===== src/rtl/tas_pkg.sv =====
// ****************************************************************
// Shared constants of the touch converter scan control.
// ****************************************************************
package tas_pkg;

  // Register pages and the control register offset.
  localparam logic [1:0] PAGE_DATA = 2'h0;
  localparam logic [1:0] PAGE_CTRL = 2'h1;
  localparam logic [5:0] CTRL_ADDR = 6'h00;

  // Control register field positions.
  localparam int PEN_BIT = 15;
  localparam int IDLE_BIT = 14;
  localparam int SCAN_HI = 13;
  localparam int SCAN_LO = 10;
  localparam int RES_HI = 9;
  localparam int RES_LO = 8;

  // Reset values of the control fields and of the result registers.
  localparam logic [3:0] SCAN_RST = 4'h0;
  localparam logic [1:0] WIDTH_RST = 2'h0;
  localparam logic [15:0] RESULT_RST = 16'h0000;

  // Scan selection codes.
  localparam logic [3:0] SCAN_NONE = 4'h0;
  localparam logic [3:0] SCAN_XY = 4'h1;
  localparam logic [3:0] SCAN_XYZ = 4'h2;
  localparam logic [3:0] SCAN_X = 4'h3;
  localparam logic [3:0] SCAN_Y = 4'h4;
  localparam logic [3:0] SCAN_Z = 4'h5;
  localparam logic [3:0] SCAN_CELL = 4'h6;
  localparam logic [3:0] SCAN_SPARE2 = 4'h7;
  localparam logic [3:0] SCAN_SPARE1 = 4'h8;
  localparam logic [3:0] SCAN_AUTO = 4'h9;
  localparam logic [3:0] SCAN_THERM1 = 4'hA;
  localparam logic [3:0] SCAN_PORT = 4'hB;
  localparam logic [3:0] SCAN_THERM2 = 4'hC;
  localparam logic [3:0] SCAN_DRV_X = 4'hD;
  localparam logic [3:0] SCAN_DRV_YX = 4'hE;
  localparam logic [3:0] SCAN_DRV_YX2 = 4'hF;

  // Conversion width codes.
  localparam logic [1:0] RES_12 = 2'h0;
  localparam logic [1:0] RES_8 = 2'h1;
  localparam logic [1:0] RES_10 = 2'h2;
  localparam logic [1:0] RES_12B = 2'h3;

  // Channel indices, which are also the result offsets on the data page.
  localparam int NUM_CH = 9;
  localparam logic [3:0] CH_X = 4'h0;
  localparam logic [3:0] CH_Y = 4'h1;
  localparam logic [3:0] CH_ZA = 4'h2;
  localparam logic [3:0] CH_ZB = 4'h3;
  localparam logic [3:0] CH_CELL = 4'h4;
  localparam logic [3:0] CH_SP1 = 4'h5;
  localparam logic [3:0] CH_SP2 = 4'h6;
  localparam logic [3:0] CH_TH1 = 4'h7;
  localparam logic [3:0] CH_TH2 = 4'h8;

  // Sequencer states, one-hot.
  typedef enum logic [2:0] {
    ST_IDLE = 3'b001,
    ST_START = 3'b010,
    ST_WAIT = 3'b100
  } tas_state_t;

endpackage


===== src/rtl/tas_result_file.sv =====
`timescale 1ns/1ns
`default_nettype none
// ****************************************************************
// Read-only result registers, one per channel.
// ****************************************************************
module tas_result_file #(
  parameter int NUM = 9,
  parameter int DW = 12
) (
  input wire logic clk,
  input wire logic srst,
  input wire logic ce,
  input wire logic wrEn,
  input wire logic [3:0] wrIdx,
  input wire logic [DW-1:0] wrData,
  input wire logic [3:0] rdIdx,
  output logic [15:0] rdData
);

  // Stored results, right-justified values only.
  logic [DW-1:0] res_ff [NUM];

  // Results clear on reset and take each finished conversion.
  always_ff @(posedge clk) begin
    if (srst) begin
      for (int i = 0; i < NUM; i++) begin
        res_ff[i] <= tas_pkg::RESULT_RST[DW-1:0];
      end
    end else if (ce && wrEn && (int'(wrIdx) < NUM)) begin
      res_ff[wrIdx] <= wrData;
    end
  end

  // Upper bits always read as zero; unknown slots read as zero.
  always_comb begin
    rdData = 16'h0000;
    if (int'(rdIdx) < NUM) begin
      rdData = {{(16 - DW){1'b0}}, res_ff[rdIdx]};
    end
  end

endmodule
`default_nettype wire


===== src/rtl/tas_scan_control.sv =====
`timescale 1ns/1ns
`default_nettype none
module tas_scan_control #(
  parameter int DW = 12
) (
  input wire logic clk,
  input wire logic srst,
  input wire logic ce,
  input wire logic [1:0] regPage,
  input wire logic [5:0] regAddr,
  input wire logic regWrEn,
  input wire logic [15:0] regWrData,
  input wire logic regRdEn,
  output logic [15:0] regRdData,
  output logic regRdValid,
  input wire logic penDownPin,
  input wire logic [3:0] autoSelect,
  output logic convStart,
  output logic [3:0] convChannel,
  output logic [1:0] convResolution,
  output logic convPowerDown,
  input wire logic convDone,
  input wire logic [DW-1:0] convData,
  output logic drvXPos,
  output logic drvXNeg,
  output logic drvYPos,
  output logic drvYNeg
);

  // ****************************************************************
  // Helper functions
  // ****************************************************************
  // One-hot channel bit.
  function automatic logic [8:0] bitOf(input logic [3:0] ch);
    bitOf = 9'h001 << ch;
  endfunction

  // Channels that one pass of a scan code converts.
  function automatic logic [8:0] chanMask(input logic [3:0] code,
                                          input logic [3:0] sel);
    chanMask = 9'h000;
    case (code)
      tas_pkg::SCAN_XY: chanMask = bitOf(tas_pkg::CH_X) | bitOf(tas_pkg::CH_Y);
      tas_pkg::SCAN_XYZ: begin
        chanMask = bitOf(tas_pkg::CH_X) | bitOf(tas_pkg::CH_Y)
                 | bitOf(tas_pkg::CH_ZA) | bitOf(tas_pkg::CH_ZB);
      end
      tas_pkg::SCAN_X: chanMask = bitOf(tas_pkg::CH_X);
      tas_pkg::SCAN_Y: chanMask = bitOf(tas_pkg::CH_Y);
      tas_pkg::SCAN_Z: chanMask = bitOf(tas_pkg::CH_ZA) | bitOf(tas_pkg::CH_ZB);
      tas_pkg::SCAN_CELL: chanMask = bitOf(tas_pkg::CH_CELL);
      tas_pkg::SCAN_SPARE2: chanMask = bitOf(tas_pkg::CH_SP2);
      tas_pkg::SCAN_THERM1: chanMask = bitOf(tas_pkg::CH_TH1);
      tas_pkg::SCAN_THERM2: chanMask = bitOf(tas_pkg::CH_TH2);
      tas_pkg::SCAN_SPARE1: chanMask = bitOf(tas_pkg::CH_SP1);
      tas_pkg::SCAN_AUTO: chanMask = {sel, 5'h00};
      tas_pkg::SCAN_PORT: begin
        chanMask = bitOf(tas_pkg::CH_CELL) | bitOf(tas_pkg::CH_SP1)
                 | bitOf(tas_pkg::CH_SP2);
      end
      default: chanMask = 9'h000;
    endcase
  endfunction

  // Lowest pending channel index.
  function automatic logic [3:0] lowest(input logic [8:0] m);
    lowest = 4'h0;
    for (int i = 8; i >= 0; i--) begin
      if (m[i]) begin
        lowest = 4'(i);
      end
    end
  endfunction

  // Panel codes wait for the pen under device sequencing.
  function automatic logic isPanel(input logic [3:0] code);
    isPanel = (code >= tas_pkg::SCAN_XY) && (code <= tas_pkg::SCAN_Z);
  endfunction

  // Keeps only the bits that the chosen width produces.
  function automatic logic [DW-1:0] fitWidth(input logic [DW-1:0] d,
                                             input logic [1:0] w);
    fitWidth = d;
    if (w == tas_pkg::RES_8) begin
      fitWidth = d & DW'(12'h0FF);
    end else if (w == tas_pkg::RES_10) begin
      fitWidth = d & DW'(12'h3FF);
    end
  endfunction

  // ****************************************************************
  // Pen input synchroniser
  // ****************************************************************
  logic penMeta_ff; // First stage, read only by the second.
  logic penSync_ff; // Pen level in the clock domain.
  logic penPrev_ff; // Previous level for edge detection.

  // Two stages bring the pen pin into the clock domain.
  always_ff @(posedge clk) begin
    if (srst) begin
      penMeta_ff <= 1'b0;
      penSync_ff <= 1'b0;
      penPrev_ff <= 1'b0;
    end else if (ce) begin
      penMeta_ff <= penDownPin;
      penSync_ff <= penMeta_ff;
      penPrev_ff <= penSync_ff;
    end
  end

  // ****************************************************************
  // Control register
  // ****************************************************************
  logic seqByDevice_ff; // Device runs panel sequencing when set.
  logic stop_ff; // Converter stopped and powered down.
  logic [3:0] scan_ff; // Scan selection field.
  logic [1:0] width_ff; // Conversion width field.
  logic ctrlWr; // Write strobe to the control register.
  logic [3:0] newScan; // Scan code being written.

  assign ctrlWr = ce && regWrEn && (regPage == tas_pkg::PAGE_CTRL)
                  && (regAddr == tas_pkg::CTRL_ADDR);
  assign newScan = regWrData[tas_pkg::SCAN_HI:tas_pkg::SCAN_LO];
  // Writable control fields; result page writes are ignored.
  always_ff @(posedge clk) begin
    if (srst) begin
      seqByDevice_ff <= 1'b0;
      stop_ff <= 1'b0;
      scan_ff <= tas_pkg::SCAN_RST;
      width_ff <= tas_pkg::WIDTH_RST;
    end else if (ctrlWr) begin
      seqByDevice_ff <= regWrData[tas_pkg::PEN_BIT];
      stop_ff <= regWrData[tas_pkg::IDLE_BIT];
      scan_ff <= newScan;
      width_ff <= regWrData[tas_pkg::RES_HI:tas_pkg::RES_LO];
    end
  end

  // ****************************************************************
  // Scan sequencer
  // ****************************************************************
  tas_pkg::tas_state_t state_ff; // Sequencer state.
  logic [8:0] pend_ff; // Channels left in this pass.
  logic [3:0] curChan_ff; // Channel being converted.
  logic hostTrig; // Write that starts a scan now.
  logic penTrig; // Pen touch that starts a panel scan.
  logic [8:0] wrMask; // Channels of the code being written.
  logic [8:0] reMask; // Channels of the held code.
  logic loopOn; // Held code repeats its pass.
  logic doneNow; // Current conversion finishes.

  assign wrMask = chanMask(newScan, autoSelect);
  assign reMask = chanMask(scan_ff, autoSelect);
  // Host sequencing starts on the write; device sequencing of panel codes waits for a touch.
  assign hostTrig = ctrlWr && !regWrData[tas_pkg::IDLE_BIT]
                    && (!regWrData[tas_pkg::PEN_BIT] || !isPanel(newScan));
  assign penTrig = ce && seqByDevice_ff && !stop_ff && penSync_ff && !penPrev_ff
                   && isPanel(scan_ff) && (state_ff == tas_pkg::ST_IDLE);
  // Panel loops need the pen; the auto scan runs until stopped.
  assign loopOn = ((scan_ff == tas_pkg::SCAN_XY || scan_ff == tas_pkg::SCAN_XYZ)
                   && penSync_ff) || (scan_ff == tas_pkg::SCAN_AUTO);
  assign doneNow = ce && (state_ff == tas_pkg::ST_WAIT) && convDone;
  // Walks the channel list of the selected code, one conversion at a time.
  always_ff @(posedge clk) begin
    if (srst) begin
      state_ff <= tas_pkg::ST_IDLE;
      pend_ff <= 9'h000;
      curChan_ff <= 4'h0;
    end else if (ctrlWr && regWrData[tas_pkg::IDLE_BIT]) begin
      // A stop abandons the scan at once.
      state_ff <= tas_pkg::ST_IDLE;
      pend_ff <= 9'h000;
    end else if (hostTrig) begin
      // A new code restarts the sequence, even mid-scan.
      if (wrMask != 9'h000) begin
        curChan_ff <= lowest(wrMask);
        pend_ff <= wrMask & ~bitOf(lowest(wrMask));
        state_ff <= tas_pkg::ST_START;
      end else begin
        pend_ff <= 9'h000;
        state_ff <= tas_pkg::ST_IDLE;
      end
    end else if (penTrig && reMask != 9'h000) begin
      curChan_ff <= lowest(reMask);
      pend_ff <= reMask & ~bitOf(lowest(reMask));
      state_ff <= tas_pkg::ST_START;
    end else if (ce) begin
      case (state_ff)
        tas_pkg::ST_IDLE: begin
          state_ff <= tas_pkg::ST_IDLE;
        end
        tas_pkg::ST_START: begin
          state_ff <= tas_pkg::ST_WAIT;
        end
        tas_pkg::ST_WAIT: begin
          if (convDone) begin
            if (pend_ff != 9'h000) begin
              // Next channel of this pass.
              curChan_ff <= lowest(pend_ff);
              pend_ff <= pend_ff & ~bitOf(lowest(pend_ff));
              state_ff <= tas_pkg::ST_START;
            end else if (loopOn && reMask != 9'h000) begin
              // Repeat the pass.
              curChan_ff <= lowest(reMask);
              pend_ff <= reMask & ~bitOf(lowest(reMask));
              state_ff <= tas_pkg::ST_START;
            end else begin
              state_ff <= tas_pkg::ST_IDLE;
            end
          end
        end
        default: begin
          state_ff <= tas_pkg::ST_IDLE;
        end
      endcase
    end
  end

  // ****************************************************************
  // Converter and panel driver outputs
  // ****************************************************************
  assign convStart = (state_ff == tas_pkg::ST_START);
  assign convChannel = curChan_ff;
  assign convPowerDown = stop_ff;
  logic [1:0] convRes_ff; // Width code sent to the converter.

  // Width field folded so both 12-bit codes look alike to the converter.
  always_ff @(posedge clk) begin
    if (srst) begin
      convRes_ff <= tas_pkg::RES_12;
    end else if (ce) begin
      if (width_ff == tas_pkg::RES_12B) begin
        convRes_ff <= tas_pkg::RES_12;
      end else begin
        convRes_ff <= width_ff;
      end
    end
  end
  assign convResolution = convRes_ff;

  logic drvXPos_ff; // Horizontal plus driver.
  logic drvXNeg_ff; // Horizontal minus driver.
  logic drvYPos_ff; // Vertical plus driver.
  // Direct driver codes hold the drivers on while selected and not stopped.
  always_ff @(posedge clk) begin
    if (srst) begin
      drvXPos_ff <= 1'b0;
      drvXNeg_ff <= 1'b0;
      drvYPos_ff <= 1'b0;
    end else if (ce) begin
      drvXPos_ff <= !stop_ff && (scan_ff == tas_pkg::SCAN_DRV_X);
      drvXNeg_ff <= !stop_ff && (scan_ff >= tas_pkg::SCAN_DRV_X);
      drvYPos_ff <= !stop_ff && (scan_ff >= tas_pkg::SCAN_DRV_YX);
    end
  end
  assign drvXPos = drvXPos_ff;
  assign drvXNeg = drvXNeg_ff;
  assign drvYPos = drvYPos_ff;
  assign drvYNeg = 1'b0;

  // ****************************************************************
  // Result storage and register reads
  // ****************************************************************
  logic [15:0] resRd; // Result selected by the read address.
  tas_result_file #(
    .NUM(tas_pkg::NUM_CH),
    .DW(DW)
  ) u_results (
    .clk(clk),
    .srst(srst),
    .ce(ce),
    .wrEn(doneNow),
    .wrIdx(curChan_ff),
    .wrData(fitWidth(convData, width_ff)),
    .rdIdx(regAddr[3:0]),
    .rdData(resRd)
  );

  logic [15:0] rdData_ff; // Read answer.
  logic rdValid_ff; // Read answer strobe.
  // Reads answer one cycle later; unmapped addresses read zero.
  always_ff @(posedge clk) begin
    if (srst) begin
      rdData_ff <= 16'h0000;
      rdValid_ff <= 1'b0;
    end else if (ce) begin
      rdValid_ff <= regRdEn;
      if (!regRdEn) begin
        rdData_ff <= rdData_ff;
      end else if (regPage == tas_pkg::PAGE_CTRL && regAddr == tas_pkg::CTRL_ADDR) begin
        rdData_ff <= {penSync_ff, state_ff == tas_pkg::ST_IDLE,
                      scan_ff, width_ff, 8'h00};
      end else if (regPage == tas_pkg::PAGE_DATA && regAddr[5:4] == 2'h0) begin
        rdData_ff <= resRd;
      end else begin
        rdData_ff <= 16'h0000;
      end
    end
  end
  assign regRdData = rdData_ff;
  assign regRdValid = rdValid_ff;

  // ****************************************************************
  // Assertions
  // ****************************************************************
  chk_result_write: assert property (
    @(posedge clk) disable iff (srst)
    doneNow |=> (u_results.res_ff[$past(curChan_ff)] == $past(fitWidth(convData, width_ff))))
    else $error("Result not stored in its channel register.");
  chk_result_upper: assert property (
    @(posedge clk) disable iff (srst)
    (ce && regRdEn && regPage == tas_pkg::PAGE_DATA) |=> (regRdData[15:12] == 4'h0))
    else $error("Result upper bits not zero.");
  chk_pen_read: assert property (
    @(posedge clk) disable iff (srst)
    (ce && regRdEn && regPage == tas_pkg::PAGE_CTRL && regAddr == tas_pkg::CTRL_ADDR)
    |=> (regRdData[15] == $past(penSync_ff)))
    else $error("Pen bit does not follow pen.");
  chk_idle_read: assert property (
    @(posedge clk) disable iff (srst)
    (ce && regRdEn && regPage == tas_pkg::PAGE_CTRL && regAddr == tas_pkg::CTRL_ADDR)
    |=> (regRdData[14] == ($past(state_ff) == tas_pkg::ST_IDLE)))
    else $error("Idle bit wrong.");
  chk_stop_abort: assert property (
    @(posedge clk) disable iff (srst)
    (ctrlWr && regWrData[14]) |=> (state_ff == tas_pkg::ST_IDLE && convPowerDown))
    else $error("Stop did not abort and power down.");
  chk_loop_end: assert property (
    @(posedge clk) disable iff (srst)
    (doneNow && pend_ff == 9'h000 && !ctrlWr && !penSync_ff
     && scan_ff != tas_pkg::SCAN_AUTO) |=> (state_ff == tas_pkg::ST_IDLE))
    else $error("Pass did not end when pen lifted.");
  chk_width_fold: assert property (
    @(posedge clk) disable iff (srst)
    (ce && width_ff == tas_pkg::RES_12B) |=> (convResolution == tas_pkg::RES_12))
    else $error("Width code three not treated as 12 bits.");
  chk_start_pulse: assert property (
    @(posedge clk) disable iff (srst)
    (convStart && ce && !ctrlWr) |=> (!convStart && state_ff == tas_pkg::ST_WAIT))
    else $error("Start pulse longer than one cycle.");
  chk_driver_x: assert property (
    @(posedge clk) disable iff (srst)
    (ce && scan_ff == tas_pkg::SCAN_DRV_X && !stop_ff) |=> (drvXPos && drvXNeg && !drvYPos))
    else $error("Horizontal drivers not enabled.");

endmodule
`default_nettype wire


===== config.mk =====
export PLATFORM = sky130hd
export DESIGN_NAME = tas_scan_control
export DESIGN_NICKNAME = d
export VERILOG_FILES = /design/src/rtl/tas_pkg.sv /design/src/rtl/tas_result_file.sv /design/src/rtl/tas_scan_control.sv
export SDC_FILE = /design/constraint.sdc
export NUM_CORES = 1
export LEC_CHECK = 0
export ABC_CLOCK_PERIOD_IN_PS = 3500
export BUFFER_PORTS_ARGS = -buffer_cell sky130_fd_sc_hd__buf_2
export CAP_MARGIN = 30
export CELL_PAD_IN_SITES_DETAIL_PLACEMENT = 0
export CELL_PAD_IN_SITES_GLOBAL_PLACEMENT = 2
export CORE_UTILIZATION = 35
export CTS_CLUSTER_SIZE = 8
export DETAILED_ROUTE_END_ITERATION = 16
export GPL_TIMING_DRIVEN = 0
export PLACE_DENSITY = 0.68
export SLEW_MARGIN = 25
export SYNTH_ARGS = -nofsm -noshare
export SYNTH_HDL_FRONTEND = slang
export SYNTH_SLANG_ARGS = --single-unit

===== constraint.sdc =====
create_clock -name clk -period 3.5 [get_ports clk]
set_input_delay 0.875 -clock clk [delete_from_list [all_inputs] [get_ports clk]]
set_output_delay 0.875 -clock clk [all_outputs]
set_load 0.005 [all_outputs]

==> results of run 1 <==
-- stage by stage --
stage	instances	total power, mW
floorplan	719	2.23
global placement	1058	2.34
detailed placement	1058	2.34
CTS	1090	4.12
global route	1091	4.22
finish	1091	4.09
-- routing by layer --
layer	up-vias	part of all wire	wire length [um]
met5	-	0	0
met4	0	0.016	351
met3	25	0.064	1440
met2	198	0.42	9570
met1	2954	0.50	11300
li1	2830	-	-
-- power breakdown --
part           switching (mW)  internal, mW  total (mW)
Sequential             0.0127          2.02        2.03
Clock                   0.834         0.955        1.79
Combinational           0.180        0.0859       0.266
-- path summary, 6_finish.rpt --
check                                              end  slack (ns)
setup reg to reg  u_results.res_ff[7][6]$_SDFFCE_PN0P_        0.77
hold reg to reg             regRdData[15]$_SDFFE_PP0P_        0.46
setup / recovery  u_results.res_ff[7][6]$_SDFFCE_PN0P_        0.28
hold / removal              regRdData[15]$_SDFFE_PP0P_        0.46
-- repair_timing --
| item | 4_1_cts | 5_1_grt |
|---|---|---|
| pin swaps | 0 | 1 |
| hold buffers | 0 | 0 |
| resized for setup | 1 | 6 |
| buffers inserted | 0 | 1 |
| setup endpoints to repair | 12 | 96 |
-- synthesized netlist by cell type (4+ instances only) --
cell         n  area (um^2)
nor4_1       5         31.3
mux2i_1     43          430
and3_1      55          344
a2111oi_0    8         70.1
and2_1      27          169
inv_1        7         26.3
o21ai_0     14         70.1
or3_1        6         37.5
a31oi_1      4         25.0
nor2_1      79          297
nand2b_1    20          125
nand3_1     18         90.1
nor3_1      13         65.1
nand3b_1     5         37.5
clkbuf_1    39          146
mux4_2      12          270
a221oi_1    14          123
nor2b_1     13         81.3
edfxtp_1   108         3240
a21oi_1     47          235
nand2_1     50          188
dfxtp_1     49          981
-- final cells by class --
type,count,area (um^2)
well taps,280,350
plain buffers,50,225
flip-flops and latches,157,4220
fillers,2125,12800
multi-input cells,505,3340
clock inverters,14,128
repair buffers,60,303
clock buffers,18,439
inverters,7,26.3
-- registers in the layout, indices dropped and copies added, names as in the netlist, 2 cells and up --
signal            count
convChannel           4
convResolution        2
pend_ff               9
regRdData            16
scan_ff               4
state_ff              3
u_results.res_ff    108
width_ff              2
-- logic make-up (layout without fill, tap and decap cells) --
family,after synthesis,after routing,share of synthesized area
DFF,157,157,0.542
other,1,1,0.000481
xor gates and xnor gates,4,4,0.00449
AOI/OAI and AO/OA,130,130,0.116
buffers and inverters,57,149,0.0322
muxes,56,56,0.0913
and+or+nand+nor,314,314,0.214
-- tightest hold or removal path, cell delays in order, from the launching register on --
cell     delay [ns]
dfxtp_1        0.31
nand2_1        0.05
a21oi_1        0.05
==> impl_metrics.tcl, run 1 <==
set metrics [dict create \
    fin_skew_ns 0.0118 \
    ys_seq_area_frac 0.542 \
    fmax_ghz 0.311 \
    htreeDepth 4 \
    ir_drop_mv 0.264 \
    synth_edf_count 108 \
    grt_max_degree 17 \
    drtIter0Drc 454 \
    maxCapViolCount 0 \
    cp.depth 7 \
    finish.utilization 0.414 \
    cp-start-kind "primary input" \
    crit_slowest_cell "clkbuf_1" \
    holdCritPathClass "flop to flop" \
    hpwl_mm 16.7 \
    synth_area_um2 7800 \
    critPathKind "primary input to flop" \
    power-per-cell-area_nw_per_um2 452 \
    cts_root_buf "clkbuf_16" \
    gp_congestion 0.859 \
    antenna_found_initial 0 \
    die-height_um 151 \
    insertion_delay_ns 0.42 \
    met2_usage 0.292 \
    post-route-period-util 0.919 \
    antenna_left 0 \
    dr.pass1.iters 5 \
    min_period_ns 3.22 \
    nets 845 \
    slew_viol_final 0 \
    crit_arrival_ns 3.29 \
    relSlewSlack 0.363 \
    io_pins 76 \
    syn_inst 719 \
    wl_per_cell_um 20.7 \
    grt_use_total 0.205 \
    setup_ws_ns 0.283 \
    clkTransAtPathRegs_ns 0.06 \
    rr_worst_depth 7 \
    fp-row-count 54 \
    startpoint "ce" \
    status "finished, final reports clean" \
    cts_tree "done" \
    viasPerCell 5.51 \
    diodes 0 \
    fp.dieW_um 151 \
    top_usage_layer "met1" \
    synth_area_per_cell_um2 10.8 \
    vias 6007 \
    gr-usage-met3 0.0395 \
    crit_buf_inv 3 \
    yosysWarnings 0 \
    final_cell_mix "108 x edfxtp_1, 79 x nor2_1, 62 x buf_2" \
    finalSetupViolations 0 \
    drive_gt1_frac 0.170 \
    synth_cell_types 74 \
    synth_nets 766 \
    cp_slowest_stage_delay_ns 0.42 \
    holdWs_ns 0.459 \
    tightestPinTransition_ns 0.955 \
    dieArea_um2 22900 \
    path_cells "clkbuf_1 > nand4_1 > buf_4 > nor4b_1 > clkbuf_1 > nand3_1 > nand2b_2" \
    crit_path_end_kind "flop" \
    grt_pass1_wl_mm 34.2 \
    route.detailed.drc 0 \
    clockBufferDepth 2 \
    crit_path_max_fanout 12 \
    coreArea_um2 21800 \
    final_area_um2 9040 \
    syn_to_final_growth_pct 15.9 \
    start_util 0.357 \
    hold_viol_final 0 \
    portBuffers 59 \
    overflow 0 \
    final_common_cell "edfxtp_1" \
    rsz0062_at_grt "no" \
    grt_pass1_vias 5869 \
    synthArstFlopShare 0 \
    cp.required_ns 3.57 \
    ys_ff_latch 157 \
    placed_cell_area_um2 8450 \
    dp_slack_ns -0.500 \
    hold_depth 2 \
    grt_util_met1 0.308 \
    wl_mm 22.6 \
    r2r-start "state_ff[0]$_SDFFE_PP1P_" \
    worst_hold_startpoint "regRdData[15]$_SDFFE_PP0P_" \
    cts_buffers 17 \
    synth_flop_cell "edfxtp_1" \
    cp_top_family "simple AND/OR/NAND/NOR gates" \
    cp_common_cell "clkbuf_1" \
    clock-sinks 157 \
    setup_tns_ns 0 \
    leakagePower_nw 3.50 \
]
Power figures use the tool's default switching activity.
==> inputs of run 2 (changes only) <==
--- a/config.mk
+++ b/config.mk
@@ -9,12 +9,12 @@
 export BUFFER_PORTS_ARGS = -buffer_cell sky130_fd_sc_hd__buf_2
 export CAP_MARGIN = 30
 export CELL_PAD_IN_SITES_DETAIL_PLACEMENT = 0
-export CELL_PAD_IN_SITES_GLOBAL_PLACEMENT = 2
+export CELL_PAD_IN_SITES_GLOBAL_PLACEMENT = 1
 export CORE_UTILIZATION = 35
 export CTS_CLUSTER_SIZE = 8
 export DETAILED_ROUTE_END_ITERATION = 16
 export GPL_TIMING_DRIVEN = 0
-export PLACE_DENSITY = 0.68
+export PLACE_DENSITY = 0.58
 export SLEW_MARGIN = 25
 export SYNTH_ARGS = -nofsm -noshare
 export SYNTH_HDL_FRONTEND = slang
==> run 2 against run 1 <==
  * Total power is 2.8% lower
  * Clock-buffer cell count is 1 higher
  * First-iteration DRC count is 22% higher
  * Clock power is 7% lower
  * Critical path type unchanged
  * Via count is 0.25% lower
  * Sequential share of layout area is 0.21 points higher
  * Die area stayed put
  * Largest cell class unchanged
  * Hold slack worse by 0.0048 ns
  * Global-route usage is 0.50 points lower
  * Clock skew is 0.0045 ns higher
==> impl_metrics.tcl, run 2 (synthesis gave the netlist of run 1 again) <==
set metrics [dict create \
    post-route-period-util 0.909 \
    leakagePower_nw 3.48 \
    dp_slack_ns -0.420 \
    crit_arrival_ns 3.25 \
    fin_skew_ns 0.0163 \
    relSlewSlack 0.396 \
    maxCapViolCount 0 \
    multiInputGateArea_um2 3350 \
    setup_ws_ns 0.319 \
    setup_tns_ns 0 \
    grt_use_total 0.200 \
    drtIter0Drc 555 \
    holdCritPathClass "flop to flop" \
    critPathKind "primary input to flop" \
    crit_path_max_fanout 12 \
    drt-met1-wl_mm 11.0 \
    cp_slowest_stage_delay_ns 0.49 \
    antenna_left 0 \
    diodes 0 \
    largest-register "u_results.res_ff" \
    cts_tree "done" \
    viasPerCell 5.50 \
    nFillCells 2143 \
    drive_gt1_frac 0.169 \
    clockBufferDepth 2 \
    fmax_ghz 0.314 \
    layout.cells.non_filler 1090 \
    cp.required_ns 3.57 \
    nets 844 \
    reg2reg_to "u_results.res_ff[7][10]$_SDFFCE_PN0P_" \
    regToRegSetupSlack_ns 0.75 \
    finalSetupViolations 0 \
    dr.pass1.iters 5 \
    coreArea_um2 21800 \
    dieArea_um2 22900 \
    clkTransAtPathRegs_ns 0.06 \
    clock-sinks 157 \
    gp_congestion 0.875 \
    insertion_delay_ns 0.42 \
    seqCellArea_um2 4220 \
    worst_hold_startpoint "regRdData[13]$_SDFFE_PP0P_" \
    finish.utilization 0.412 \
    crit_path_end_kind "flop" \
    route.detailed.drc 0 \
    r2r-start "state_ff[0]$_SDFFE_PP1P_" \
    grt_pass1_wl_mm 33.3 \
    portBuffers 59 \
    start_util 0.357 \
    final_cell_mix "108 x edfxtp_1, 79 x nor2_1, 62 x buf_2" \
    placed_cells 1058 \
    overflow 0 \
    vias 5992 \
    power-per-cell-area_nw_per_um2 441 \
    final_common_cell "edfxtp_1" \
    ir_drop_mv 0.268 \
    largest_reg_flops 108 \
    syn_to_final_growth_pct 15.4 \
    holdPathEnd "regRdData[13]$_SDFFE_PP0P_" \
    crit_slowest_cell "nand4_1" \
    status "finished, final reports clean" \
    tightestPinTransition_ns 0.899 \
    cts_root_buf "clkbuf_16" \
    min_period_ns 3.18 \
    grt_max_degree 17 \
    cts_buffers 17 \
    hold_buffers 0 \
    hpwl_mm 16.3 \
    cp-start-kind "primary input" \
    die-height_um 151 \
    io_pins 76 \
    rsz0062_at_grt "no" \
    hold_depth 2 \
    fp-row-count 54 \
    wl_per_cell_um 20.2 \
    fp.dieW_um 151 \
    path_cells "clkbuf_1 > nand4_1 > nor4b_2 > clkbuf_1 > nand3_1 > nand2b_2" \
    wl_met3_mm 1.33 \
    holdWs_ns 0.454 \
    rr_worst_depth 6 \
    hold_viol_final 0 \
    wl_mm 22.0 \
    route.top_layer_used "met4" \
    grt_pass1_vias 5789 \
    htreeDepth 4 \
    cp_common_cell "clkbuf_1" \
    dr_wl_met2_mm 9.46 \
    slew_viol_final 0 \
    antenna_found_initial 0 \
]
==> run 2: worst max-delay path by stage <==
stage / start / endpoint / depth (start not counted)
floorplan: ce / u_results.res_ff[7][0]$_SDFFCE_PN0P_ / 6
global placement: ce / u_results.res_ff[7][4]$_SDFFCE_PN0P_ / 6
detailed placement: ce / u_results.res_ff[7][5]$_SDFFCE_PN0P_ / 6
CTS: ce / u_results.res_ff[7][8]$_SDFFCE_PN0P_ / 6
global route: ce / u_results.res_ff[7][8]$_SDFFCE_PN0P_ / 6
finish: ce / u_results.res_ff[7][10]$_SDFFCE_PN0P_ / 6
==> run 2: through the flow <==
stage | power (mW) | area, um^2
3_5_place_dp | 2.34 | 8450
3_3_place_gp | 2.33 | 8450
2_1_floorplan | 2.23 | 7800
5_1_grt | 4.11 | 9000
6_report | 3.97 | 9000
4_1_cts | 4.00 | 8970
==> run 2: area by class of cell <==
cell class	count	area share
clock inverters	13	0.0103
clock buffers	19	0.0481
inverters	7	0.00292
well taps	280	0.0389
flip-flops and latches	157	0.469
multi-input cells	505	0.372
plain buffers	50	0.0250
repair buffers	59	0.0328
==> run 2: repair_timing <==
item / in CTS / in global routing
setup endpoints to repair: 0 / 84
gates resized for setup: 0 / 9
setup buffers: 0 / 0
==> run 2: routing by layer <==
metal,vias up,track usage
met5,-,0
met4,0,0.0520
met3,13,0.0346
met2,209,0.290
met1,2929,0.302
li1,2841,-
==> run 2: power breakdown <==
group          internal [mW]  total (mW)  switching [mW]
clock                  0.912        1.67           0.762
combinational         0.0860       0.264           0.178
sequential              2.02        2.03          0.0133
==> run 2: worst max-delay path: cells and delay by family <==
family,cells,cell delay [ns]
buf+inv,2,0.76
simple gates,4,1.60
